`src/rwc_pkg.sv`:
```
package rwc_pkg;

    // I/O port addresses
    localparam logic [7:0]  IO_STATUS_ADDR    = 8'hFF;
    localparam logic [7:0]  IO_WDT_CLEAR_ADDR = 8'h26;
    localparam logic [7:0]  IO_USB_ADDR_ADDR  = 8'h10;

    // Status and control register fields
    localparam int          STAT_POR_BIT      = 4;
    localparam int          STAT_USBR_BIT     = 5;
    localparam int          STAT_WDOG_BIT     = 6;
    localparam logic [7:0]  STATUS_RESET      = 8'h00;
    localparam logic [7:0]  CAUSE_MASK        = 8'h70;

    // Values restored by a hardware reset
    localparam logic [7:0]  STACK_RESET       = 8'h00;
    localparam logic [7:0]  USB_ADDR_RESET    = 8'h00;
    localparam int          USB_ENABLE_BIT    = 7;
    localparam logic [13:0] RESET_VECTOR      = 14'h0000;

    // Clock and free-running timer
    localparam int          CLK_MHZ           = 25;
    localparam int          TICK_MHZ          = 1;
    localparam int          US_CYCLES         = CLK_MHZ / TICK_MHZ;
    localparam int          FRT_WIDTH         = 12;
    localparam int          WDT_TICK_BIT      = 11;
    localparam int          WDT_WIDTH         = 2;

    // Start-up and hold times
    localparam int          SHORT_DELAY_US    = 128;
    localparam int          LONG_DELAY_MS     = 96;
    localparam int          WDOG_HOLD_US      = 2048;
    localparam int          SHORT_DELAY_CYCLES = SHORT_DELAY_US * CLK_MHZ;
    localparam int          LONG_DELAY_CYCLES = LONG_DELAY_MS * 1000 * CLK_MHZ;
    localparam int          WDOG_HOLD_CYCLES  = WDOG_HOLD_US * CLK_MHZ;
    localparam int          DELAY_WIDTH       = 24;

    // Reset sequencer states
    typedef enum logic [2:0] {
        ST_POR_CHECK,
        ST_SUSPEND,
        ST_START_DELAY,
        ST_WDOG_HOLD,
        ST_RUN
    } rwc_state_type;

    // One I/O access from the core
    typedef struct packed {
        logic [7:0] addr;
        logic [7:0] wrData;
        logic       write;
        logic       read;
    } rwc_io_req_type;

    // USB line levels seen by the sequencer
    typedef struct packed {
        logic minusLine;
        logic plusLine;
        logic busReset;
    } rwc_usb_lines_type;

endpackage

```
`src/rwc_reset_ctrl.sv`:
```
`timescale 1ns/1ns
// Functional notes
// - Hardware reset restores registers, clears USB address, disables all interrupts.
// - Hardware reset loads program and data stack pointers with zero.
// - Status register 0xFF records POR bit 4, USB reset bit 5, watchdog bit 6.
// - After POR or watchdog reset fetch starts at zero, nothing pushed.
// - USB bus reset only sets its cause bit; it is no hardware reset.
// - POR sets power-on flag, forces ports to input; port 3 bit 7 steers.
// - Port 3 bit 7 high and idle lines after POR: suspend until activity.
// - Leaving suspend with port 3 bit 7 high runs 128 us hold.
// - Port 3 bit 7 low after POR runs 96 ms hold, then runs.
// - Delay: bit 7 high gives 128 us; else power-on flag gives 96 ms.
// - Watchdog reset when 2-bit counter MSB rises; sets status bit 6.
// - Watchdog counter advances on rising bit 11 of free-running timer.
// - Any write to port 0x26 clears the watchdog counter.
// - Watchdog reset holds 2.048 ms, then execution starts at zero.
// - USB transmitter stays off until firmware sets address MSB.
// - Free-running timer is 12 bits, incremented at 1 MHz.
module rwc_reset_ctrl #(
    parameter int LONG_DELAY_CYCLES = rwc_pkg::LONG_DELAY_CYCLES,
    parameter int WDOG_HOLD_CYCLES  = rwc_pkg::WDOG_HOLD_CYCLES
) (
    // Clock and power-on reset
    input  wire logic                      clk,
    input  wire logic                      resetn,
    // Core I/O access
    input  wire rwc_pkg::rwc_io_req_type   ioReq,
    output logic [7:0]                     ioRdData,
    // Core stack pointer loads
    input  wire logic                      progSpLoad,
    input  wire logic [7:0]                progSpLoadValue,
    input  wire logic                      dspLoad,
    input  wire logic [7:0]                dspLoadValue,
    // Pins sampled at start-up
    input  wire logic                      port3Bit7,
    input  wire rwc_pkg::rwc_usb_lines_type usbLines,
    // Core control
    output logic                           coreResetn,
    output logic                           resetEntry,
    output logic [13:0]                    fetchAddress,
    output logic                           interruptDisable,
    output logic [7:0]                     programStackPointer,
    output logic [7:0]                     dataStackPointer,
    // Port and USB control
    output logic                           gpioForceInput,
    output logic [7:0]                     usbDeviceAddress,
    output logic                           usbTransmitEnable,
    // Timer and watchdog visibility
    output logic [rwc_pkg::FRT_WIDTH-1:0]  freeRunTimer,
    output logic [rwc_pkg::WDT_WIDTH-1:0]  watchdogCount,
    output logic [7:0]                     statusControl
);

    // Counts above the delay counter or below one cycle cannot be served
    if (LONG_DELAY_CYCLES < 1 || LONG_DELAY_CYCLES >= (1 << rwc_pkg::DELAY_WIDTH) ||
        WDOG_HOLD_CYCLES < 1 || WDOG_HOLD_CYCLES >= (1 << rwc_pkg::DELAY_WIDTH) ||
        rwc_pkg::US_CYCLES < 2) begin : g_bad_params
        $error("rwc_reset_ctrl: delay parameters out of range");
    end

    rwc_pkg::rwc_state_type          state;
    logic [rwc_pkg::DELAY_WIDTH-1:0] delayCount;
    logic [7:0]                      prescale;
    logic                            tickBitPrev;
    logic                            wdtTick;
    logic                            watchdogFire;
    logic                            wdtClearWrite;
    logic                            hwReset;
    logic                            linesIdle;
    logic                            linesActive;

    // Start-up hold length from strap and power-on flag
    function automatic logic [rwc_pkg::DELAY_WIDTH-1:0] chooseDelay(
        input logic strap,
        input logic powerOnFlag
    );
        if (strap) begin
            chooseDelay = rwc_pkg::DELAY_WIDTH'(rwc_pkg::SHORT_DELAY_CYCLES);
        end else if (powerOnFlag) begin
            chooseDelay = rwc_pkg::DELAY_WIDTH'(LONG_DELAY_CYCLES);
        end else begin
            chooseDelay = rwc_pkg::DELAY_WIDTH'(rwc_pkg::SHORT_DELAY_CYCLES);
        end
    endfunction

    // Decode of core I/O accesses and line states
    assign wdtClearWrite = ioReq.write && (ioReq.addr == rwc_pkg::IO_WDT_CLEAR_ADDR);
    assign hwReset       = (state != rwc_pkg::ST_RUN);
    assign linesIdle     = usbLines.minusLine && !usbLines.plusLine;
    assign linesActive   = usbLines.busReset || !usbLines.minusLine;  // K or SE0
    assign watchdogFire  = wdtTick && (watchdogCount == 2'b01) && !wdtClearWrite;

    // Free-running timer, 1 MHz from a prescaler; never reset by the watchdog
    always_ff @(posedge clk) begin
        if (!resetn) begin
            prescale     <= 8'h00;
            freeRunTimer <= '0;
        end else if (prescale == 8'(rwc_pkg::US_CYCLES - 1)) begin
            prescale     <= 8'h00;
            freeRunTimer <= freeRunTimer + 12'h001;
        end else begin
            prescale     <= prescale + 8'h01;
        end
    end

    // Rising edge of the 4.096 ms timer bit
    always_ff @(posedge clk) begin
        if (!resetn) begin
            tickBitPrev <= 1'b0;
            wdtTick     <= 1'b0;
        end else begin
            tickBitPrev <= freeRunTimer[rwc_pkg::WDT_TICK_BIT];
            wdtTick     <= freeRunTimer[rwc_pkg::WDT_TICK_BIT] && !tickBitPrev;
        end
    end

    // Watchdog counter; cleared at the fire edge too, else the tick would leave it at 2
    always_ff @(posedge clk) begin
        if (!resetn || hwReset || watchdogFire) begin
            watchdogCount <= '0;
        end else if (wdtClearWrite) begin
            watchdogCount <= '0;
        end else if (wdtTick) begin
            watchdogCount <= watchdogCount + 2'b01;
        end
    end

    // Reset sequencer
    always_ff @(posedge clk) begin
        if (!resetn) begin
            state      <= rwc_pkg::ST_POR_CHECK;
            delayCount <= '0;
        end else begin
            case (state)
                rwc_pkg::ST_POR_CHECK: begin
                    if (port3Bit7 && linesIdle) begin
                        state <= rwc_pkg::ST_SUSPEND;
                    end else begin
                        state      <= rwc_pkg::ST_START_DELAY;
                        delayCount <= chooseDelay(port3Bit7,
                            statusControl[rwc_pkg::STAT_POR_BIT]);
                    end
                end
                rwc_pkg::ST_SUSPEND: begin
                    // Bus activity ends the wait; the strap is re-read here
                    if (linesActive || usbLines.plusLine) begin
                        state      <= rwc_pkg::ST_START_DELAY;
                        delayCount <= chooseDelay(port3Bit7,
                            statusControl[rwc_pkg::STAT_POR_BIT]);
                    end
                end
                rwc_pkg::ST_START_DELAY, rwc_pkg::ST_WDOG_HOLD: begin
                    if (delayCount <= 24'h000001) begin
                        state <= rwc_pkg::ST_RUN;
                    end else begin
                        delayCount <= delayCount - 24'h000001;
                    end
                end
                rwc_pkg::ST_RUN: begin
                    if (watchdogFire) begin
                        state      <= rwc_pkg::ST_WDOG_HOLD;
                        delayCount <= rwc_pkg::DELAY_WIDTH'(WDOG_HOLD_CYCLES);
                    end
                end
                default: begin
                    state <= rwc_pkg::ST_POR_CHECK;
                end
            endcase
        end
    end

    // Core held in reset until the sequencer reaches run; entry is a jump, no push
    always_ff @(posedge clk) begin
        if (!resetn) begin
            coreResetn       <= 1'b0;
            resetEntry       <= 1'b0;
            fetchAddress     <= rwc_pkg::RESET_VECTOR;
            interruptDisable <= 1'b1;
        end else begin
            coreResetn       <= !hwReset && !watchdogFire;
            resetEntry       <= hwReset && (state != rwc_pkg::ST_POR_CHECK) &&
                                (state != rwc_pkg::ST_SUSPEND) &&
                                (delayCount <= 24'h000001);
            fetchAddress     <= rwc_pkg::RESET_VECTOR;
            interruptDisable <= hwReset || watchdogFire;
        end
    end

    // Ports stay inputs only while the power-on sequence runs
    always_ff @(posedge clk) begin
        if (!resetn) begin
            gpioForceInput <= 1'b1;
        end else begin
            gpioForceInput <= (state == rwc_pkg::ST_POR_CHECK) ||
                              (state == rwc_pkg::ST_SUSPEND) ||
                              (state == rwc_pkg::ST_START_DELAY);
        end
    end

    // Stack pointers, zeroed by every hardware reset from its first edge
    always_ff @(posedge clk) begin
        if (!resetn || hwReset || watchdogFire) begin
            programStackPointer <= rwc_pkg::STACK_RESET;
            dataStackPointer    <= rwc_pkg::STACK_RESET;
        end else begin
            if (progSpLoad) begin
                programStackPointer <= progSpLoadValue;
            end
            if (dspLoad) begin
                dataStackPointer <= dspLoadValue;
            end
        end
    end

    // USB address; the transmitter follows its top bit
    always_ff @(posedge clk) begin
        if (!resetn || hwReset || watchdogFire) begin
            usbDeviceAddress  <= rwc_pkg::USB_ADDR_RESET;
            usbTransmitEnable <= 1'b0;
        end else if (ioReq.write && ioReq.addr == rwc_pkg::IO_USB_ADDR_ADDR) begin
            usbDeviceAddress  <= ioReq.wrData;
            usbTransmitEnable <= ioReq.wrData[rwc_pkg::USB_ENABLE_BIT];
        end
    end

    // Status register; cause bits survive a watchdog reset, and a set beats a clear
    always_ff @(posedge clk) begin
        if (!resetn) begin
            statusControl <= rwc_pkg::STATUS_RESET;
            statusControl[rwc_pkg::STAT_POR_BIT] <= 1'b1;
        end else begin
            if (hwReset || watchdogFire) begin
                statusControl <= statusControl & rwc_pkg::CAUSE_MASK;
            end else if (ioReq.write && ioReq.addr == rwc_pkg::IO_STATUS_ADDR) begin
                statusControl <= ioReq.wrData;
            end
            if (watchdogFire) begin
                statusControl[rwc_pkg::STAT_WDOG_BIT] <= 1'b1;
            end
            if (usbLines.busReset && !hwReset) begin
                statusControl[rwc_pkg::STAT_USBR_BIT] <= 1'b1;
            end
        end
    end

    // Read data, registered one cycle after the read strobe
    always_ff @(posedge clk) begin
        if (!resetn) begin
            ioRdData <= 8'h00;
        end else if (ioReq.read) begin
            if (ioReq.addr == rwc_pkg::IO_STATUS_ADDR) begin
                ioRdData <= statusControl;
            end else if (ioReq.addr == rwc_pkg::IO_USB_ADDR_ADDR) begin
                ioRdData <= usbDeviceAddress;
            end else begin
                ioRdData <= 8'h00;  // Clear port is write-only
            end
        end
    end

endmodule // rwc_reset_ctrl

```
`config.mk`:
```
export PLATFORM = sky130hd
export DESIGN_NAME = rwc_reset_ctrl
export DESIGN_NICKNAME = d
export VERILOG_FILES = /design/src/rwc_pkg.sv /design/src/rwc_reset_ctrl.sv
export SDC_FILE = /design/constraint.sdc
export NUM_CORES = 1
export LEC_CHECK = 0
export BUFFER_PORTS_ARGS = -buffer_cell sky130_fd_sc_hd__buf_2
export CORE_UTILIZATION = 50
export DETAILED_ROUTE_END_ITERATION = 12
export PLACE_DENSITY = 0.76
export SETUP_SLACK_MARGIN = 0.2
export SLEW_MARGIN = 10
export SYNTH_ARGS = -nofsm -noshare
export SYNTH_HDL_FRONTEND = slang
export SYNTH_SLANG_ARGS = --single-unit
```
`constraint.sdc`:
```
create_clock -name clk -period 3.6 [get_ports clk]
set_input_delay 0 -clock clk [delete_from_list [all_inputs] [get_ports clk]]
set_output_delay 0 -clock clk [all_outputs]
set_load 0.02 [all_outputs]
```
==> results of run 1 <==
[state kept, by name (all words and copies together) (netlist names)]
signal and flops:
delayCount 24, statusControl 8, dataStackPointer 8, wdtTick 1, coreResetn 1, state 3, freeRunTimer 12, resetEntry 1
ioRdData 8, interruptDisable 1, gpioForceInput 1, prescale 8, programStackPointer 8, usbDeviceAddress 8, tickBitPrev 1, watchdogCount 2
[per-stage QoR]
stage	hold WS, ns	cells
after global routing	0.0497	728
after floorplan	0.128	524
after detailed placement	0.244	686
final	0.0145	728
after CTS	0.00804	728
after global placement	0.233	686
[worst max-delay path by stage]
stage	from	end	slack (ns)	depth (start not counted)
after detailed placement	delayCount[0]$_SDFFE_PN0P_	delayCount[22]$_SDFFE_PN0P_	1.39	7
final	delayCount[0]$_SDFFE_PN0P_	delayCount[22]$_SDFFE_PN0P_	1.34	7
after global placement	delayCount[0]$_SDFFE_PN0P_	delayCount[23]$_SDFFE_PN0P_	1.54	7
after global routing	delayCount[0]$_SDFFE_PN0P_	delayCount[22]$_SDFFE_PN0P_	1.14	7
after CTS	delayCount[0]$_SDFFE_PN0P_	delayCount[22]$_SDFFE_PN0P_	1.33	7
after floorplan	delayCount[0]$_SDFFE_PN0P_	delayCount[15]$_SDFFE_PN0P_	1.58	8
[per-layer routing]
layer  routed length, um  vias up  GRT usage (%)
met5                   0        -              0
met4                 104        0           4.94
met3                 653       10           5.83
met2                5450      150           40.4
met1                5020     1942           31.3
li1                    -     2030              -
[worst min-delay path, cell delays in order]
cell     delay, ns
buf_2         0.09
nor3b_1       0.05
nand2_1       0.07
and3_1        0.14
[final cells by class]
type / instances / area (um2) / share of cell area [%]
inverters: 11 / 41.3 / 0.764
repair buffers: 129 / 783 / 14.5
clock inverters: 7 / 65.1 / 1.20
multi-input cells: 369 / 2350 / 43.5
well taps: 108 / 135 / 2.50
clock buffers: 9 / 124 / 2.29
flip-flops and latches: 95 / 1900 / 35.2
[cells in the mapped netlist, types with 11 or more instances]
master    count
a22oi_1      11
dfxtp_1      95
nand3b_1     12
a21oi_1      25
mux2i_1      30
nor2_1       56
clkbuf_1     16
inv_1        11
a211oi_1     15
buf_4        21
nand3_1      33
nand2_1      36
[power by group through the flow]
stage	combinational (W)	clock, W	sequential, W
after floorplan	0.000562	0	0.00120
after global placement	0.000656	0	0.00121
after detailed placement	0.000675	0	0.00122
after CTS	0.000699	0.000684	0.00119
after global routing	0.000783	0.000728	0.00121
final	0.000712	0.000676	0.00120
[repair_timing]
action / in CTS / in global routing
hold buffers: 26 / 0
setup endpoints to repair: 0 / 0
endpoints found under the hold margin: 32 / 0
setup buffers: 0 / 0
[logic make-up (layout without fill, tap and decap cells)]
| logic type | Yosys count | after routing | share of synthesized area [%] |
|---|---|---|---|
| and+or+nand+nor | 203 | 203 | 23.3 |
| AOI/OAI and AO/OA | 100 | 100 | 16.1 |
| DFF | 95 | 95 | 42.0 |
| buffers and inverters | 60 | 156 | 7.03 |
| muxes | 31 | 31 | 6.89 |
| xor gates and xnor gates | 15 | 15 | 2.90 |
| adders and majority gates | 6 | 6 | 1.66 |
| other | 1 | 14 | 0.0829 |
[cell usage in the layout, fill, tap and decap left out, types with 4 or more instances in the layout]
cell type,instances
nand4_1,6
a22oi_1,11
o21ai_0,6
dlygate4sd3_1,26
xor2_1,8
o21a_1,4
mux2i_1,30
nor2_1,56
nor4_1,6
o31ai_1,6
nor3_1,9
nand2_1,36
nand3b_1,12
nor2b_1,4
a21oi_1,25
inv_1,11
nand3_1,33
conb_1,14
xnor2_1,7
and3_1,10
ha_1,6
clkbuf_8,9
o32ai_1,6
or3_1,8
buf_2,100
o2111ai_1,4
dfxtp_1,95
nor3b_1,4
a211oi_1,15
o31a_1,5
==> impl_metrics.tcl, run 1 <==
set metrics [dict create \
    status "complete, no violations" \
    fin_setup_tns_ns 0 \
    rrSetupSlack_ns 1.34 \
    whs_path_depth 4 \
    final-hold-violation-count 0 \
    maxSlewHeadroom_pct 30.7 \
    cts_max_level 3 \
    dp.final_hpwl_mm 7.34 \
    area_growth_pct 19.4 \
    clk_latency_ns 0.36 \
    power_w 0.00259 \
    grt.total_usage_pct 24.0 \
    netlist_instances 511 \
    initial_core_util_pct 51.9 \
    cts_max_path_buffers 2 \
    fillers 718 \
    viasPerCell 5.68 \
    critPathCaptureType "register" \
    setup-violations-final 0 \
    vias 4132 \
    drcViolationCount 0 \
    placed_cell_area_um2 4950 \
    synthTopCellsByArea "dfxtp_1, mux2i_1, nor2_1" \
    crit_fanout 26 \
    max_freq_ghz 0.442 \
    max_stage_delay_ns 0.47 \
    arrival_ns 2.54 \
    overflow 0 \
    power.internal_w 0.00166 \
    power_leakage_nw 2.26 \
    stdcell_area_um2 5400 \
    worstHoldEndpoint "state[2]$_SDFFE_PN0P_" \
    core_um2 8720 \
    reg2reg_depth 7 \
    cts_resized 0 \
    drtAntennaViolNets 0 \
    cts.sinks 95 \
    syn_area_um2 4520 \
    critPathLaunchType "register" \
    cts_root_buffer "clkbuf_8" \
    critical_path_class "register to register" \
    power_switching_share_pct 35.7 \
    ys_seq_area_share_pct 42.0 \
    place_congestion 0.816 \
    power_frac_comb_pct 27.5 \
    wire_per_inst_um 15.4 \
    pre_cts_ws_ns 1.39 \
    layout_setup_ws_ns 1.34 \
    die_w_um 97.1 \
    powerDensity_nw_per_um2 478 \
    cts_buffers 9 \
    synth_top_area_share_pct 42.0 \
    crit_chain "inv_1 > ha_1 > o211a_1 > a41o_1 > buf_4 > a2111oi_2 > mux2i_1" \
    die_y_um 97.1 \
    clk_pin_slew_ns 0.10 \
    grt_first_pass_wirelength_mm 18.8 \
    die-area_um2 9430 \
    grt_pass1_vias 3901 \
    p_switching_w 0.000924 \
    antenna_cells 0 \
    final_nets 663 \
    ys_types 56 \
    hold_path_class "primary input to register" \
    finalMaxSlewViolations 0 \
    io_buffers 100 \
    seq_power_share_pct 46.3 \
    ir_drop_v 0.000320 \
    num_io_pins 115 \
    cts_tree "done" \
    finalClockSkew_ns 0.0131 \
    worst_path_max_delay_cell "dfxtp_1" \
    synth_seq_cells 95 \
    yosysWarnings 0 \
    synth-async-reset-ratio_pct 0 \
    rr_endpoint "delayCount[22]$_SDFFE_PN0P_" \
    worst_r2r_startpoint "delayCount[0]$_SDFFE_PN0P_" \
    wirelength_mm 11.2 \
    min_period_ns 2.26 \
    synth_edf_count 0 \
    synth.avg_cell_area_um2 8.85 \
    drive_gt1_share_pct 21.0 \
    crit_required_ns 3.88 \
    fin_util_pct 62.0 \
    worstMarginPinSlew_ns 1.04 \
    cp_num_buf_inv 2 \
    p_clk_share_pct 26.1 \
    drt_pass1_iterations 6 \
    synth_ff_type "dfxtp_1" \
    crit_family "compound AO/OA/AOI/OAI gates" \
    antenna_found_initial 0 \
    drv_cap 0 \
    min_from "usbLines[1]" \
    first_iter_violations 260 \
    grt_max_degree 47 \
    fin_crit_sh_pct 62.8 \
    rows 34 \
    rsz0062_at_grt "false" \
    yosys.area.top_type "dfxtp_1" \
]
No activity file was read; power rests on OpenSTA's default activity.
==> inputs of run 2 (changes only) <==
--- a/config.mk
+++ b/config.mk
@@ -5,6 +5,7 @@
 export SDC_FILE = /design/constraint.sdc
 export NUM_CORES = 1
 export LEC_CHECK = 0
+export ABC_AREA = 1
 export BUFFER_PORTS_ARGS = -buffer_cell sky130_fd_sc_hd__buf_2
 export CORE_UTILIZATION = 50
 export DETAILED_ROUTE_END_ITERATION = 12
==> constraint.sdc (replaced) <==
create_clock -name clk -period 2.1 [get_ports clk]
set_input_delay 0 -clock clk [delete_from_list [all_inputs] [get_ports clk]]
set_output_delay 0 -clock clk [all_outputs]
set_load 0.02 [all_outputs]
==> run 2 against run 1 <==
Clock power increased by 89%. Register-to-register slack got worse by 1.0 ns. Power increased by 130%. First-iteration DRC count increased by 9.6%. Critical path depth increased by 3. Final cell count increased by 31%. Sequential power increased by 87%. Synthesized cell count increased by 36%. Critical endpoint is now programStackPointer[2]$_SDFFE_PP0P_. Largest cell class unchanged.
==> impl_metrics.tcl, run 2 <==
set metrics [dict create \
    cts_max_level 3 \
    status "complete, no violations" \
    synth_top_area_share_pct 40.6 \
    first_iter_violations 285 \
    core_um2 8890 \
    arrival_ns 2.08 \
    ys_types 37 \
    powerDensity_nw_per_um2 1020 \
    viasPerCell 5.15 \
    netlist_instances 694 \
    cts_max_path_buffers 2 \
    reg2reg_depth 10 \
    grt_pass1_vias 4723 \
    final_cell_count_no_fill 951 \
    crit_required_ns 2.39 \
    synthTopCellsByArea "dfxtp_1, nand2_1, nor2_1" \
    fin_setup_tns_ns 0 \
    whs_path_depth 2 \
    area_growth_pct 25.6 \
    initial_core_util_pct 52.7 \
    setup-violations-final 0 \
    ys_seq_area_share_pct 40.6 \
    dp.cells 890 \
    synth-async-reset-ratio_pct 0 \
    grt_max_degree 38 \
    clk_pin_slew_ns 0.10 \
    drive_gt1_share_pct 19.3 \
    drtAntennaViolNets 0 \
    drv_cap 0 \
    cts_tree "done" \
    antenna_cells 0 \
    synth_edf_count 0 \
    final-hold-violation-count 0 \
    fin_crit_sh_pct 85.2 \
    die_w_um 98.8 \
    biggestRegsByFlops "delayCount x24, freeRunTimer x12" \
    max_stage_delay_ns 0.34 \
    critPathLaunchType "register" \
    dp.final_hpwl_mm 8.65 \
    largest_reg_flops 24 \
    wirelength_mm 12.8 \
    place_congestion 0.897 \
    worst_path_max_delay_cell "dfxtp_1" \
    mostFrequentLayoutCell "nand2_1" \
    cts_root_buffer "clkbuf_8" \
    synth_seq_cells 95 \
    yosysWarnings 0 \
    cts.sinks 95 \
    final_nets 886 \
    clk_latency_ns 0.37 \
    yosys-top-cells-count "nand2_1, nor2_1, dfxtp_1, inv_1, a21oi_1" \
    ir_drop_v 0.000671 \
    die-area_um2 9760 \
    critical_path_class "register to register" \
    synth.avg_cell_area_um2 6.75 \
    cts_buffers 9 \
    io_buffers 100 \
    num_io_pins 115 \
    grt_first_pass_wirelength_mm 21.4 \
    largest_register "delayCount" \
    crit_chain "inv_1 > ha_1 > nand2_1 > inv_1 > nand2_2 > nand2_2 > nor2_2 > clkinvlp_4 > buf_4 > a21oi_1" \
    rows 34 \
    die_y_um 98.8 \
    holdWs_ns 0.0294 \
    crit_fanout 15 \
    max_freq_ghz 0.559 \
    rrSetupSlack_ns 0.31 \
    yosys.area.top_type "dfxtp_1" \
    antenna_found_initial 0 \
    layout_common_cells "nand2_1, buf_2, nor2_1" \
    rsz0062_at_grt "true" \
    cp_num_buf_inv 4 \
    synth.most_common_cell "nand2_1" \
    cp_num_cells 10 \
    overflow 0 \
    syn_area_um2 4680 \
    wire_per_inst_um 13.4 \
    critPathCaptureType "register" \
    synth_ff_type "dfxtp_1" \
    drt_pass1_iterations 5 \
    crit_family "simple AND/OR/NAND/NOR gates" \
    grt.total_usage_pct 27.2 \
    min_period_ns 1.79 \
    power_leakage_nw 2.71 \
    finalMaxSlewViolations 0 \
    vias 4893 \
    drcViolationCount 0 \
    finalClockSkew_ns 0.0146 \
    hold_path_class "primary input to register" \
]
[run 2: changes by cell type after synthesis, moves of 11 or more]
cell,previous run,this run
nand2_1,36,201
nand3b_1,12,0
inv_1,11,66
a21oi_1,25,52
o21ai_0,6,22
a22oi_1,11,0
nor2_2,0,20
nor2_1,56,96
mux2i_1,30,1
a211oi_1,15,1
[run 2: layer usage]
| layer | track usage (%) | vias to the layer above | wire length, um |
|---|---|---|---|
| met5 | 0 | - | 0 |
| met4 | 12.2 | 0 | 364 |
| met3 | 5.18 | 32 | 842 |
| met2 | 46.9 | 178 | 6030 |
| met1 | 32.9 | 2229 | 5510 |
| li1 | - | 2454 | - |
[run 2: where the power goes]
part | internal (W) | switching, W | total [W]
Clock | 0.000625 | 0.000660 | 0.00128
Sequential | 0.00200 | 0.000233 | 0.00224
Combinational | 0.000859 | 0.00164 | 0.00250
Total | 0.00349 | 0.00254 | 0.00602
[run 2: final cells by class]
| type | count | area (um2) |
|---|---|---|
| clock buffer | 11 | 151 |
| clock inverter | 5 | 61.3 |
| fill | 743 | 3010 |
| inverter | 70 | 267 |
| multi-input combinational | 511 | 2370 |
| sequential | 95 | 1900 |
| tap | 108 | 135 |
| timing repair buffer | 150 | 985 |
| timing repair inverter | 1 | 7.51 |
[run 2: kinds of logic after synthesis]
kind of cell               share of synthesized area, %
muxes                                             0.214
DFF                                                40.6
xor gates and xnor gates                           2.06
AOI/OAI and AO/OA                                  11.4
adders and majority gates                          1.60
buffers and inverters                              9.89
other                                            0.0801
and+or+nand+nor                                    34.1
[run 2: worst paths after layout]
check | to | start
setup reg to reg | programStackPointer[2]$_SDFFE_PP0P_ | watchdogCount[1]$_SDFFE_PP0P_
hold reg to reg | wdtTick$_SDFF_PN0_ | tickBitPrev$_SDFF_PN0_
hold / removal | ioRdData[0]$_SDFFE_PN0P_ | ioReq[0]
setup / recovery | programStackPointer[2]$_SDFFE_PP0P_ | watchdogCount[1]$_SDFFE_PP0P_
[run 2: per-stage QoR]
stage / util [%] / instance area [um2] / setup WS (ns) / total power (W)
after floorplan: - / 4730 / 0.547 / 0.00414
after global placement: 58.6 / 5210 / 0.372 / 0.00457
after detailed placement: 58.6 / 5210 / 0.236 / 0.00466
after CTS: 65.7 / 5850 / 0.222 / 0.00599
after global routing: 66.1 / 5880 / 0.160 / 0.00652
final: 66.1 / 5880 / 0.312 / 0.00602
[run 2: timing repair]
action | 4_1_cts | 5_1_grt
endpoints found under the hold margin | 33 | 0
hold buffers | 42 | 0
setup buffers | 0 | 2
setup endpoints to repair | 0 | 46
resized for setup | 0 | 4
